$ cat src/rtl/ipfe_pkg.sv
// Constants for the interrupt pin front end.
// Assumes a single core clock domain.
package ipfe_pkg;
   localparam int unsigned IPFE_NUM_EXT     = 4;
   localparam int unsigned IPFE_ID_W        = 4;
   localparam logic [3:0]  IPFE_ID_NMI      = 4'h1;
   localparam logic [3:0]  IPFE_ID_EXT_BASE = 4'h4;
   localparam logic [4:0]  IPFE_SEL_EXT4    = 5'h04;
   localparam logic [4:0]  IPFE_SEL_EXT7    = 5'h07;
   localparam logic [3:0]  IPFE_POL_RESET   = 4'h0;
   localparam logic [31:0] IPFE_REG_POLARITY = 32'h0000_0000;
   localparam logic [31:0] IPFE_REG_PENDING  = 32'h0000_0004;
   localparam logic [31:0] IPFE_REG_SERVICE  = 32'h0000_0008;
   localparam int unsigned IPFE_SVC_ACK_BIT = 4;
   localparam logic [1:0]  IPFE_WARM_DONE   = 2'h3;
   localparam logic [31:0] IPFE_UNMAPPED    = 32'hdead_beef;
endpackage

$ cat src/rtl/ipfe_top.sv
// Interrupt pin front end: edge detection, pending latches, acknowledge and id output.
// Assumes asynchronous pins, Avalon-MM register access on the core clock.
//
// Added by the designer: the placing of the registers and the Avalon-MM slave port.
`timescale 1ns/1ns
`default_nettype none
module ipfe_top
   import ipfe_pkg::*;
(
   input  wire logic        clock_in,
   input  wire logic        reset_in,
   input  wire logic        enable_in,
   input  wire logic        nmi_in,
   input  wire logic        external_request_line_4_in,
   input  wire logic        external_request_line_5_in,
   input  wire logic        external_request_line_6_in,
   input  wire logic        external_request_line_7_in,
   input  wire logic [3:0]  avs_address_in,
   input  wire logic        avs_read_in,
   input  wire logic        avs_write_in,
   input  wire logic [31:0] avs_writedata_in,
   output logic      [31:0] avs_readdata_out,
   output logic             avs_waitrequest_out,
   output logic      [3:0]  pending_out,
   output logic             nmi_pending_out,
   output logic             service_acknowledge_out,
   output logic             serviced_id_bit_3_out,
   output logic             serviced_id_bit_2_out,
   output logic             serviced_id_bit_1_out,
   output logic             serviced_id_bit_0_out
);
   logic [4:0]  raw;
   logic [4:0]  sync1;
   logic [4:0]  sync2;
   logic [4:0]  prev;
   logic [4:0]  next_prev;
   logic [4:0]  edge_hit;
   logic [3:0]  line_hit;
   logic [1:0]  warm;
   logic [1:0]  next_warm;
   logic [3:0]  edge_polarity_bits;
   logic [3:0]  next_polarity;
   logic [4:0]  pend;
   logic [4:0]  next_pend;
   logic [4:0]  clr;
   logic        ack;
   logic        next_ack;
   logic [3:0]  id;
   logic [3:0]  next_id;
   logic [31:0] rdata;
   logic [31:0] next_rdata;
   logic        wreq;
   logic        next_wreq;
   logic [4:0]  selector [IPFE_NUM_EXT];
   logic [31:0] byte_addr;

   assign raw = {external_request_line_7_in, external_request_line_6_in,
                 external_request_line_5_in, external_request_line_4_in, nmi_in};
   assign byte_addr = {28'h0000000, avs_address_in};

   // Default selector codes for numbers four to seven
   genvar g;
   generate
      for (g = 0; g < IPFE_NUM_EXT; g++)
      begin : g_sel
         assign selector[g] = IPFE_SEL_EXT4 + 5'(g);
      end
   endgenerate

   // Two-stage synchroniser
   always_ff @(posedge clock_in or posedge reset_in)
   begin
      if (reset_in)
      begin
         sync1 <= 5'h00;
         sync2 <= 5'h00;
      end
      else if (enable_in)
      begin
         sync1 <= raw;
         sync2 <= sync1;
      end
   end

   // Edge detection and pending latches
   always_comb
   begin
      next_prev = sync2;
      edge_hit[0] = sync2[0] & ~prev[0];
      for (int i = 0; i < IPFE_NUM_EXT; i++)
      begin
         line_hit[i] = edge_polarity_bits[i] ? (~sync2[i+1] & prev[i+1])
                                             : (sync2[i+1] & ~prev[i+1]);
      end
      for (int i = 0; i < IPFE_NUM_EXT; i++)
      begin
         edge_hit[i+1] = line_hit[selector[i][1:0]];
      end
      // Pins held active through reset are a level, not an edge; edges in the first cycles are lost
      if (warm != IPFE_WARM_DONE)
      begin
         edge_hit = 5'h00;
      end
      next_warm = (warm == IPFE_WARM_DONE) ? warm : warm + 2'h1;
      next_pend = (pend & ~clr) | edge_hit;
   end

   // Service: highest priority pending entry, one per cycle
   always_comb
   begin
      clr = 5'h00;
      next_ack = 1'b0;
      next_id = id;
      if (wreq)
      begin
         if (pend[0])
         begin
            clr[0] = 1'b1;
            next_ack = 1'b1;
            next_id = IPFE_ID_NMI;
         end
         else
         begin
            for (int i = IPFE_NUM_EXT - 1; i >= 0; i--)
            begin
               if (pend[i+1])
               begin
                  clr = 5'h00;
                  clr[i+1] = 1'b1;
                  next_ack = 1'b1;
                  next_id = IPFE_ID_EXT_BASE + 4'(i);
               end
            end
         end
      end
   end

   // Register bus
   always_comb
   begin
      next_wreq = 1'b0;
      next_polarity = edge_polarity_bits;
      next_rdata = rdata;
      if ((avs_read_in || avs_write_in) && avs_waitrequest_out)
      begin
         next_wreq = avs_write_in && (byte_addr == IPFE_REG_SERVICE) && avs_writedata_in[IPFE_SVC_ACK_BIT];
         if (avs_write_in && byte_addr == IPFE_REG_POLARITY)
         begin
            next_polarity = avs_writedata_in[3:0];
         end
         if (byte_addr == IPFE_REG_POLARITY)
         begin
            next_rdata = {28'h0000000, edge_polarity_bits};
         end
         else if (byte_addr == IPFE_REG_PENDING)
         begin
            next_rdata = {27'h0, pend};
         end
         else if (byte_addr == IPFE_REG_SERVICE)
         begin
            next_rdata = {27'h0, ack, id};
         end
         else
         begin
            next_rdata = IPFE_UNMAPPED;
         end
      end
   end

   always_ff @(posedge clock_in or posedge reset_in)
   begin
      if (reset_in)
      begin
         prev <= 5'h00;
         pend <= 5'h00;
         ack <= 1'b0;
         id <= 4'h0;
         edge_polarity_bits <= IPFE_POL_RESET;
         rdata <= 32'h00000000;
         wreq <= 1'b0;
         warm <= 2'h0;
         avs_waitrequest_out <= 1'b1;
      end
      else if (enable_in)
      begin
         prev <= next_prev;
         pend <= next_pend;
         ack <= next_ack;
         id <= next_id;
         edge_polarity_bits <= next_polarity;
         rdata <= next_rdata;
         wreq <= next_wreq;
         warm <= next_warm;
         avs_waitrequest_out <= ~((avs_read_in || avs_write_in) && avs_waitrequest_out);
      end
   end

   assign avs_readdata_out = rdata;
   assign pending_out = pend[4:1];
   assign nmi_pending_out = pend[0];
   assign service_acknowledge_out = ack;
   assign serviced_id_bit_3_out = id[3];
   assign serviced_id_bit_2_out = id[2];
   assign serviced_id_bit_1_out = id[1];
   assign serviced_id_bit_0_out = id[0];

   property p_nmi_edge;
      @(posedge clock_in) disable iff (reset_in)
      (enable_in && warm == IPFE_WARM_DONE && sync2[0] && !prev[0]) |=> pend[0];
   endproperty
   a_nmi_edge: assert property (p_nmi_edge) else $error("Nmi edge not latched");

   property p_nmi_level;
      @(posedge clock_in) disable iff (reset_in)
      (enable_in && prev[0] && !pend[0]) |=> !pend[0] || $past(sync2[0] && !prev[0]);
   endproperty
   a_nmi_level: assert property (p_nmi_level) else $error("Nmi level triggered");

   property p_ext_edge;
      @(posedge clock_in) disable iff (reset_in)
      (enable_in && warm == IPFE_WARM_DONE && !edge_polarity_bits[0] && sync2[1] && !prev[1]) |=> pend[1];
   endproperty
   a_ext_edge: assert property (p_ext_edge) else $error("Rising edge lost");

   property p_ext_fall;
      @(posedge clock_in) disable iff (reset_in)
      (enable_in && warm == IPFE_WARM_DONE && edge_polarity_bits[0] && !sync2[1] && prev[1]) |=> pend[1];
   endproperty
   a_ext_fall: assert property (p_ext_fall) else $error("Falling edge lost");

   property p_ack_pulse;
      @(posedge clock_in) disable iff (reset_in)
      (enable_in && ack) |=> !ack;
   endproperty
   a_ack_pulse: assert property (p_ack_pulse) else $error("Ack longer than one cycle");

   property p_ack_cause;
      @(posedge clock_in) disable iff (reset_in)
      $rose(ack) |-> $past(wreq && pend != 5'h00);
   endproperty
   a_ack_cause: assert property (p_ack_cause) else $error("Ack without service");

   property p_id_range;
      @(posedge clock_in) disable iff (reset_in)
      ack |-> (id == IPFE_ID_NMI) || (id >= 4'h4 && id <= 4'h7);
   endproperty
   a_id_range: assert property (p_id_range) else $error("Bad serviced id");

   property p_nmi_first;
      @(posedge clock_in) disable iff (reset_in)
      (enable_in && wreq && pend[0]) |=> (ack && id == 4'h1);
   endproperty
   a_nmi_first: assert property (p_nmi_first) else $error("Priority order broken");

   property p_sel_map;
      @(posedge clock_in) disable iff (reset_in)
      selector[0] == 5'h04 && selector[3] == IPFE_SEL_EXT7;
   endproperty
   a_sel_map: assert property (p_sel_map) else $error("Selector defaults wrong");
endmodule
`default_nettype wire

$ cat config.mk
export PLATFORM = sky130hd
export DESIGN_NAME = ipfe_top
export DESIGN_NICKNAME = d
export VERILOG_FILES = /design/src/rtl/ipfe_pkg.sv /design/src/rtl/ipfe_top.sv
export SDC_FILE = /design/constraint.sdc
export NUM_CORES = 1
export LEC_CHECK = 0
export BUFFER_PORTS_ARGS = -buffer_cell sky130_fd_sc_hd__buf_2
export CAP_MARGIN = 5
export CORE_MARGIN = 2
export CORE_UTILIZATION = 50
export DETAILED_ROUTE_END_ITERATION = 12
export MAX_ROUTING_LAYER = met4
export PLACE_DENSITY = 0.91
export SLEW_MARGIN = 20
export SYNTH_ARGS = -nofsm -noshare
export SYNTH_HDL_FRONTEND = slang
export SYNTH_SLANG_ARGS = --single-unit
$ cat constraint.sdc
create_clock -name clock_in -period 4.3 [get_ports clock_in]
set_clock_uncertainty 0.1 [all_clocks]
set_input_delay 0.215 -clock clock_in [delete_from_list [all_inputs] [get_ports clock_in]]
set_output_delay 0.215 -clock clock_in [all_outputs]
set_load 0.01 [all_outputs]
# Word level (Yosys, flattened, before mapping)

Index checks and enable logic that the tools add are counted.

Register bits: 65
Bits in latches: 0
Memory bits (writable): 0
Bits in read-only memories: 0
Input port bits: 46
Output and inout bits: 43
Word-level logic and storage cells: 77
Memories: 0

$add $sub $neg: 1
Multipliers: 0
Div/mod/pow operators: 0
Magnitude comparators: 0
Eq/ne operators: 4
Shift-type cells: 0
Mux-type cells: 27
Bitwise logic cells: 23
Reduce and logical (&&, ||, !) cells: 11

Operators by type and width:

| cell                                                                  | number |
|---|---|
| 32-bit 2-to-1 mux                                                     | 3 |
| 32-bit logical NOT                                                    | 1 |
| 5-bit 2-to-1 mux                                                      | 6 |
| 4-bit 2-to-1 mux                                                      | 6 |
| 1-bit 2-to-1 mux                                                      | 12 |
| 1-bit NOT                                                             | 11 |
| 1-bit AND                                                             | 9 |
| 3-bit AND reduction                                                   | 2 |
| 5-bit AND                                                             | 1 |
| 5-bit NOT                                                             | 1 |
| 5-bit bitwise OR                                                      | 1 |
| 5-bit nonzero test                                                    | 1 |
| 4-bit by 3-bit equality test with 1-bit output, second input constant | 1 |
| 4-bit equality test, second input constant                            | 1 |
| 1-bit logical AND                                                     | 4 |
| 2-bit AND reduction                                                   | 2 |
| 2-bit by 1-bit adder with 2-bit output, second input constant         | 1 |
| 2-bit equality test, second input constant                            | 1 |
| 2-bit != test, second input constant                                  | 1 |
| 1-bit logical OR                                                      | 1 |

# Depth between registers and ports, before layout

Gate-level depths: netlist of run 1.

Depth in word-level cells: 9
Gate-level depth with buffers: 4
Depth with buffers taken out: 3

# Least setup slack after synthesis of run 1

No wires, ideal clock.

Path kind: register -> register
Start: register avs_waitrequest_out
End: register edge_polarity_bits[0]
Data arrival time: 1.209 ns
Data required time: 4.075 ns
Setup slack: 2.866 ns
Stages on the path, launching flop included: 4
Path buffers: 0
Period minus slack after synthesis: 1.434 ns
Path through: dfstp_2 > and3_1 > nand3_4 > mux2_4

Word-level cells in the longest chain between the ends: 2

RTL lines:

| what                          | line            | RTL |
|---|---|---|
| from (decl)                   | ipfe_top.sv:23  | `output logic avs_waitrequest_out,` |
| from (signal assigned)        | ipfe_top.sv:194 | `avs_waitrequest_out <= ~((avs_read_in \|\| avs_write_in) && avs_waitrequest_out);` |
| 1-bit logical AND             | ipfe_top.sv:144 | `if ((avs_read_in \|\| avs_write_in) && avs_waitrequest_out)` |
| 3-bit AND reduction (no line) | n/a             |  |
| to (signal assigned)          | ipfe_top.sv:190 | `edge_polarity_bits <= next_polarity;` |
| to (decl)                     | ipfe_top.sv:41  | `logic [3:0] edge_polarity_bits;` |

Every way passes these cells.
A chain may end at the register's enable or synchronous reset.

# Final worst setup path of run 1

Same ends and word-level chain as after synthesis.

==> summary.md, run 1 <==
| Metric | Value |
|---|---|
| Worst Hold Class | `input port to register` |
| Leakage power | `around 1.0 nW` |
| Sink Count | `38` |
| #FFs+latches synth | `38` |
| First-pass GRT wire length | `5680 um` |
| Switching pwr | `0.347 mW` |
| Number of nets with antenna violations after detailed routing | `0` |
| CTS root buf | `clkbuf_8` |
| CP max FO | `5` |
| Synth Instances | `about 170` |
| CTS tree | `done` |
| Register area share after synthesis | `49.6%` |
| FFs w/ async S/R, synth | `100%` |
| # port buffers | `53` |
| Total iterations of the first detailed-routing run | `6` |
| Startpoint types | `register` |
| Post-route clock period utilization | `34.6%` |
| Post-synth EDFFs | `0` |
| Avg WL per Cell | `13.6 um` |
| Combinational group share of total power | `25.2%` |
| Internal | `about 0.75 mW` |
| PnR Total Power | `1.09 mW` |
| Top cells by area, synth | `dfrtp_1 (48%), mux2_2 (11%), buf_4 (11%)` |
| Minimum clock period | `1.49 ns` |
| Final Util | `59.0%` |
| Cell variety after synth | `37` |
| R2r setup slk | `2.81 ns` |
| Register share of total power | `47.2%` |
| Clock tree buffer depth | `2` |
| PD cells | `503 nW/um^2` |
| Nets | `252` |
| Vias | `between 1,000 and 1,500` |
| WP data required | `~4.4 ns` |
| RePlAce Congestion | `0.772` |
| Syn Area/Cell | `11.5 um^2` |
| Core Area | `~3700 um^2` |
| Die Height | `66.0 um` |
| Worst EP arrival | `1.57 ns` |
| RSZ-0062 raised after global routing | `no` |
| Largest net degree at the start of global routing | `39` |
| Clock Latency Late Sink | `0.29 ns` |
| Critical path class | `register to register` |
| Synth Flop Type | `dfrtp_1` |
| Setup tns final | `0 ns` |
| Initial antenna violation count | `0` |
| Vias in the first global route | `1,229` |
| Worst IR Drop VDD | `0.000255 V` |
| # IOs | `~90` |
| Outcome | `finished, final reports clean` |
| Clock power frac | `between 20 and 30%` |
| Routed wire length | `3450 um` |
| Max H-tree Level | `2` |
| Filler cells | `335` |
| Overall routing resource usage | `18.3%` |
| Initial DRC Count | `32` |
| CP Capture Type | `register` |
| Row cnt | `22` |
| # Max-Cap Violations | `0` |
| Num CTS Buffers | `5` |
| Endpoints failing setup | `0` |
| Final Hold Fails | `0` |
| Synth top area share | `a little under 50%` |
| Die ar. | `4350 um^2` |
| Layout cell share with drive strength beyond 1 | `approximately 45%` |
| Mapped Area | `1920 um^2` |
| GRT overflow | `0` |
| Switching share of power | `31.7%` |
| Starting density of the core | `between 50% and 60%` |
| Leading area contributor after synthesis | `dfrtp_1` |
| N_diodes | `0` |
| Synthesis-to-layout area growth | `13.4%` |
| Synth warnings | `0` |
| Post-route DRC | `0` |
| DP HPWL | `2540 um` |
| Post-CTS sizing | `0` |
| Worst-path clk slew | `0.08 ns` |
| Drt via density | `5.13` |
| Fmax | `672 MHz` |
| Count of final max-slew check failures | `0` |
| Die width | `66.0 um` |
-- routing by layer --
metal  vias to the layer above  routed length [um]  GRT usage, %
li1                        619                   -             -
met1                       626                1500          21.5
met2                        52                1680          30.1
met3                         7                 214          5.11
met4                         0                  58          6.89
met5                         -                   0             -
-- path summary, 6_finish.rpt --
path / startpoint / endpoint / cells after the start
max: avs_waitrequest_out / edge_polarity_bits[0] / 3
max in group asynchronous: reset_in / avs_waitrequest_out / 4
min in group asynchronous: reset_in / avs_readdata_out[30] / 4
min: external_request_line_4_in / sync1[1] / 2
min reg2reg: warm[0] / warm[0] / 1
max reg2reg: avs_waitrequest_out / edge_polarity_bits[0] / 3
-- registers in the layout, summed over array words and instances (netlist names) --
signal / cells
warm: 2
avs_readdata_out: 6
id: 3
next_prev: 5
sync1: 5
wreq: 1
pend: 5
avs_waitrequest_out: 1
prev: 5
service_acknowledge_out: 1
edge_polarity_bits: 4
-- Yosys cell counts (2+ instances only) --
library cell,number
mux2_4,4
dfrtp_1,37
nor2b_1,3
buf_4,28
o21ai_0,8
mux2_2,19
and3b_1,4
nand2_1,5
o31ai_1,2
a22o_1,2
nor2_1,13
nand2b_1,3
inv_1,4
o22ai_1,3
nor3_2,2
a21oi_1,7
buf_2,3
-- power by group through the flow --
| stage | Clock, mW | Combinational (mW) | Sequential [mW] |
|---|---|---|---|
| 2_1_floorplan | 0 | 0.204 | 0.522 |
| 3_3_place_gp | 0 | 0.269 | 0.515 |
| 3_5_place_dp | 0 | 0.277 | 0.522 |
| 4_1_cts | 0.311 | 0.282 | 0.516 |
| 5_1_grt | 0.325 | 0.310 | 0.532 |
| 6_report | 0.303 | 0.276 | 0.517 |
-- cell families after synthesis --
group	count (synthesis)	synth area share [%]
DFF	38	49.6
and+or+nand+nor	35	10.6
buffers and inverters	35	12.5
AOI/OAI and AO/OA	31	10.6
muxes	25	15.4
adders and majority gates	1	0.652
other	1	0.195
xor gates and xnor gates	1	0.456
-- repair_timing --
item	4_1_cts	5_1_grt
endpoints found under the hold margin	37	0
hold buffers	1	0
setup endpoints to repair	0	0
buffers inserted	0	0
-- per-stage QoR --
| stage | worst slack [ns] | hold slack (ns) | area, um^2 | cells |
|---|---|---|---|---|
| 2_1_floorplan | 2.87 | 0.264 | 1950 | 174 |
| 3_3_place_gp | 2.55 | 0.244 | 2050 | 245 |
| 3_5_place_dp | 2.54 | 0.252 | 2050 | 245 |
| 4_1_cts | 2.81 | 0.0432 | 2180 | 254 |
| 5_1_grt | 2.70 | 0.0438 | 2180 | 254 |
| 6_report | 2.81 | 0.0506 | 2180 | 254 |
-- worst max-delay path: stages, from the launching register on --
cell     delay [ns]
dfstp_2        0.57
and3_1         0.23
nand3_4        0.14
mux2_4         0.33
-- cell usage in the layout (no fill, tap or decap), types with 2 or more instances in the layout --
| cell | instances |
|---|---|
| a21oi_1 | 7 |
| a22o_1 | 2 |
| and3b_1 | 4 |
| buf_2 | 53 |
| clkbuf_8 | 5 |
| clkinvlp_4 | 2 |
| conb_1 | 8 |
| dfrtp_1 | 37 |
| inv_1 | 4 |
| mux2_2 | 19 |
| mux2_4 | 4 |
| nand2_1 | 5 |
| nand2b_1 | 3 |
| nor2_1 | 13 |
| nor2b_1 | 3 |
| nor3_2 | 2 |
| o21ai_0 | 8 |
| o22ai_1 | 3 |
| o31ai_1 | 2 |
-- cell type report --
type	instances	area (um^2)	area share, %
flip-flops and latches	38	952	43.7
repair buffers	55	283	13.0
well taps	48	60.1	2.76
clock inverters	3	45.0	2.07
clock buffers	5	68.8	3.16
multi-input cells	101	753	34.6
inverters	4	15.0	0.690
Note: power is estimated with default switching activity, not from simulation.
==> inputs of run 2 (changes only) <==
CORE_UTILIZATION = 46   (was 50)
PLACE_DENSITY = 0.85   (was 0.91)
clock period = 1.6 ns   (was 4.3 ns; I/O delays follow)
==> run 2 against run 1 <==
  * Non-clock buffer count is 14 higher
  * Flip-flop and latch count stayed put
  * Cell count is 6.3% higher
  * First-iteration DRC count is 88% higher
  * Count of clock-buffer cells in the layout is 1 higher
  * Clock power grew to 3.3 times the previous value
==> summary.md, run 2 (synthesis results as in run 1) <==
| Metric | Value |
|---|---|
| R2r setup slk | `0.12 ns (was 2.81 ns)` |
| Core Area | `4000 um^2 (was 3690 um^2)` |
| Worst IR Drop VDD | `0.000771 V (was 0.000255 V)` |
| Final Util | `58.6% (was 59.0%)` |
| RePlAce Congestion | `0.804 (was 0.772)` |
| Register share of total power | `43.8% (was 47.2%)` |
| CP max FO | `5 (unchanged)` |
| PD cells | `1340 nW/um^2 (was 503 nW/um^2)` |
| Minimum clock period | `1.48 ns (was 1.49 ns)` |
| Filler cells | `330 (was 335)` |
| Clock tree buffer depth | `2 (unchanged)` |
| # IOs | `89 (unchanged)` |
| GRT overflow | `0 (unchanged)` |
| Initial antenna violation count | `0 (unchanged)` |
| Synthesis-to-layout area growth | `22.2% (was 13.4%)` |
| CP Capture Type | `register (unchanged)` |
| Setup tns final | `0 ns (unchanged)` |
| Switching share of power | `29.1% (was 31.7%)` |
| Switching pwr | `0.917 mW (was 0.347 mW)` |
| Total iterations of the first detailed-routing run | `4 (was 6)` |
| Worst EP arrival | `1.56 ns (was 1.57 ns)` |
| Fin worst setup slack | `0.118 ns (was 2.81 ns)` |
| RSZ-0062 raised after global routing | `no (unchanged)` |
| Count of final max-slew check failures | `0 (unchanged)` |
| CP cell instances | `and3_1, nand3_4, mux2_4 (unchanged)` |
| Sink Count | `38 (unchanged)` |
| Hold slack | `0.0191 ns (was 0.0506 ns)` |
| CTS tree | `done (unchanged)` |
| Overall routing resource usage | `17.4% (was 18.3%)` |
| N_diodes | `0 (unchanged)` |
| Avg WL per Cell | `12.9 um (was 13.6 um)` |
| Routed wire length | `3490 um (was 3450 um)` |
| Critical path class | `register to register (unchanged)` |
| Max H-tree Level | `2 (unchanged)` |
| Nets | `266 (was 252)` |
| # port buffers | `53 (unchanged)` |
| Largest net degree at the start of global routing | `39 (unchanged)` |
| Critical Path Max Stage Delay | `0.57 ns (about the same)` |
| Worst-path clk slew | `0.07 ns (was 0.08 ns)` |
| Inst Count DP | `248 (was 245)` |
| Combinational group share of total power | `24.6% (was 25.2%)` |
| Vias | `1,334 (was 1,304)` |
| Most common cell after layout, fill and taps aside | `buf_2 (unchanged)` |
| Number of nets with antenna violations after detailed routing | `0 (unchanged)` |
| Outcome | `finished, final reports clean (unchanged)` |
| Row cnt | `23 (was 22)` |
| Worst Hold Class | `input port to register (unchanged)` |
| DP HPWL | `2530 um (was 2540 um)` |
| Drt via density | `4.94 (was 5.13)` |
| Post-CTS sizing | `0 (unchanged)` |
| Initial DRC Count | `60 (was 32)` |
| Die width | `68.6 um (was 66.0 um)` |
| Max reg flops | `6 (unchanged)` |
| Final Hold Fails | `0 (unchanged)` |
| Num CTS Buffers | `5 (unchanged)` |
| Post-route DRC | `0 (unchanged)` |
| Die ar. | `4710 um^2 (was 4350 um^2)` |
| CTS root buf | `clkbuf_8 (unchanged)` |
| Layout cell share with drive strength beyond 1 | `42.3% (was 44.7%)` |
| Worst path bufs/invs | `0 (unchanged)` |
| Setup Fix Bufs, Post-CTS | `0 (unchanged)` |
| WP data required | `1.68 ns (was 4.38 ns)` |
| Die Height | `68.6 um (was 66.0 um)` |
| CP max-delay cell | `dfstp_2 (unchanged)` |
| Vias in the first global route | `1,219 (was 1,229)` |
| First-pass GRT wire length | `5700 um (was 5680 um)` |
| Leakage power | `1.09 nW (was 1.01 nW)` |
| Crit-path leading delay family | `flip-flops (unchanged)` |
| Non-Filler Instances | `270 (was 254)` |
| Clock Latency Late Sink | `0.29 ns (about the same)` |
| Fmax | `675 MHz (was 672 MHz)` |
| Startpoint types | `register (unchanged)` |
| Post-route clock period utilization | `92.6% (was 34.6%)` |
| Dpl ws | `0.116 ns (was 2.54 ns)` |
| Internal | `2.24 mW (was 0.748 mW)` |
| Commonest non-fill, non-tap cells in the layout | `buf_2 (53), dfrtp_1 (37), mux2_2 (19) (unchanged)` |
| Starting density of the core | `48.0% (was 52.0%)` |
| Clock power frac | `31.6% (was 27.6%)` |
| Endpoints failing setup | `0 (unchanged)` |
| # Max-Cap Violations | `0 (unchanged)` |
==> run 2: cell types whose count changed in the layout (fill, tap and decap cells not counted), sizes merged <==
cell	change
clkbuf	+1
clkinvlp	-2
buf	+1
dlygate4sd3	+13
bufinv	+1
==> run 2: metrics by stage <==
stage                     instance area, um^2  power [mW]
after CTS                                2350        3.21
after global placement                   2060        2.11
after floorplan                          1950        1.95
final                                    2350        3.15
after global routing                     2350        3.37
after detailed placement                 2060        2.17
==> run 2: layout make-up <==
class                   instances  area (um^2)  area share [%]
flip-flops and latches         38          952            40.6
inverters                       4         15.0           0.640
multi-input cells             101          753            32.1
well taps                      50         62.6            2.67
clock buffers                   6         82.6            3.52
clock inverters                 2         60.1            2.56
repair buffers                 69          420            17.9
==> run 2: layer usage <==
layer,track usage [%],vias up,share of wire (%)
met4,7.50,0,1.8
met1,20.6,623,42
met5,-,-,0
met3,5.52,7,8.5
li1,-,649,-
met2,27.3,55,48
==> run 2: timing repair <==
action | 4_1_cts | 5_1_grt
hold buffers | 14 | 0
hold endpoints to repair | 48 | 0
setup endpoints to repair | 0 | 0
==> run 2: path summary, 6_finish.rpt <==
kind | startpoint | to | cells after the start
max | avs_waitrequest_out | edge_polarity_bits[3] | 3
min | avs_address_in[3] | avs_readdata_out[30] | 3
max reg2reg | avs_waitrequest_out | edge_polarity_bits[3] | 3
min reg2reg | warm[0] | warm[0] | 1
max in group asynchronous | reset_in | avs_waitrequest_out | 4
min in group asynchronous | reset_in | next_prev[3] | 4
==> run 2: worst min-delay path: stages <==
cell and delay [ns]:
buf_2 0.15, nand2_1 0.07, a31oi_1 0.07
==> run 2: power groups by stage <==
stage	sequential, mW	clock, mW	combinational [mW]
final	1.38	0.996	0.775
after floorplan	1.40	0	0.549
after CTS	1.38	1.03	0.795
after detailed placement	1.40	0	0.764
after global placement	1.39	0	0.729
after global routing	1.43	1.06	0.880
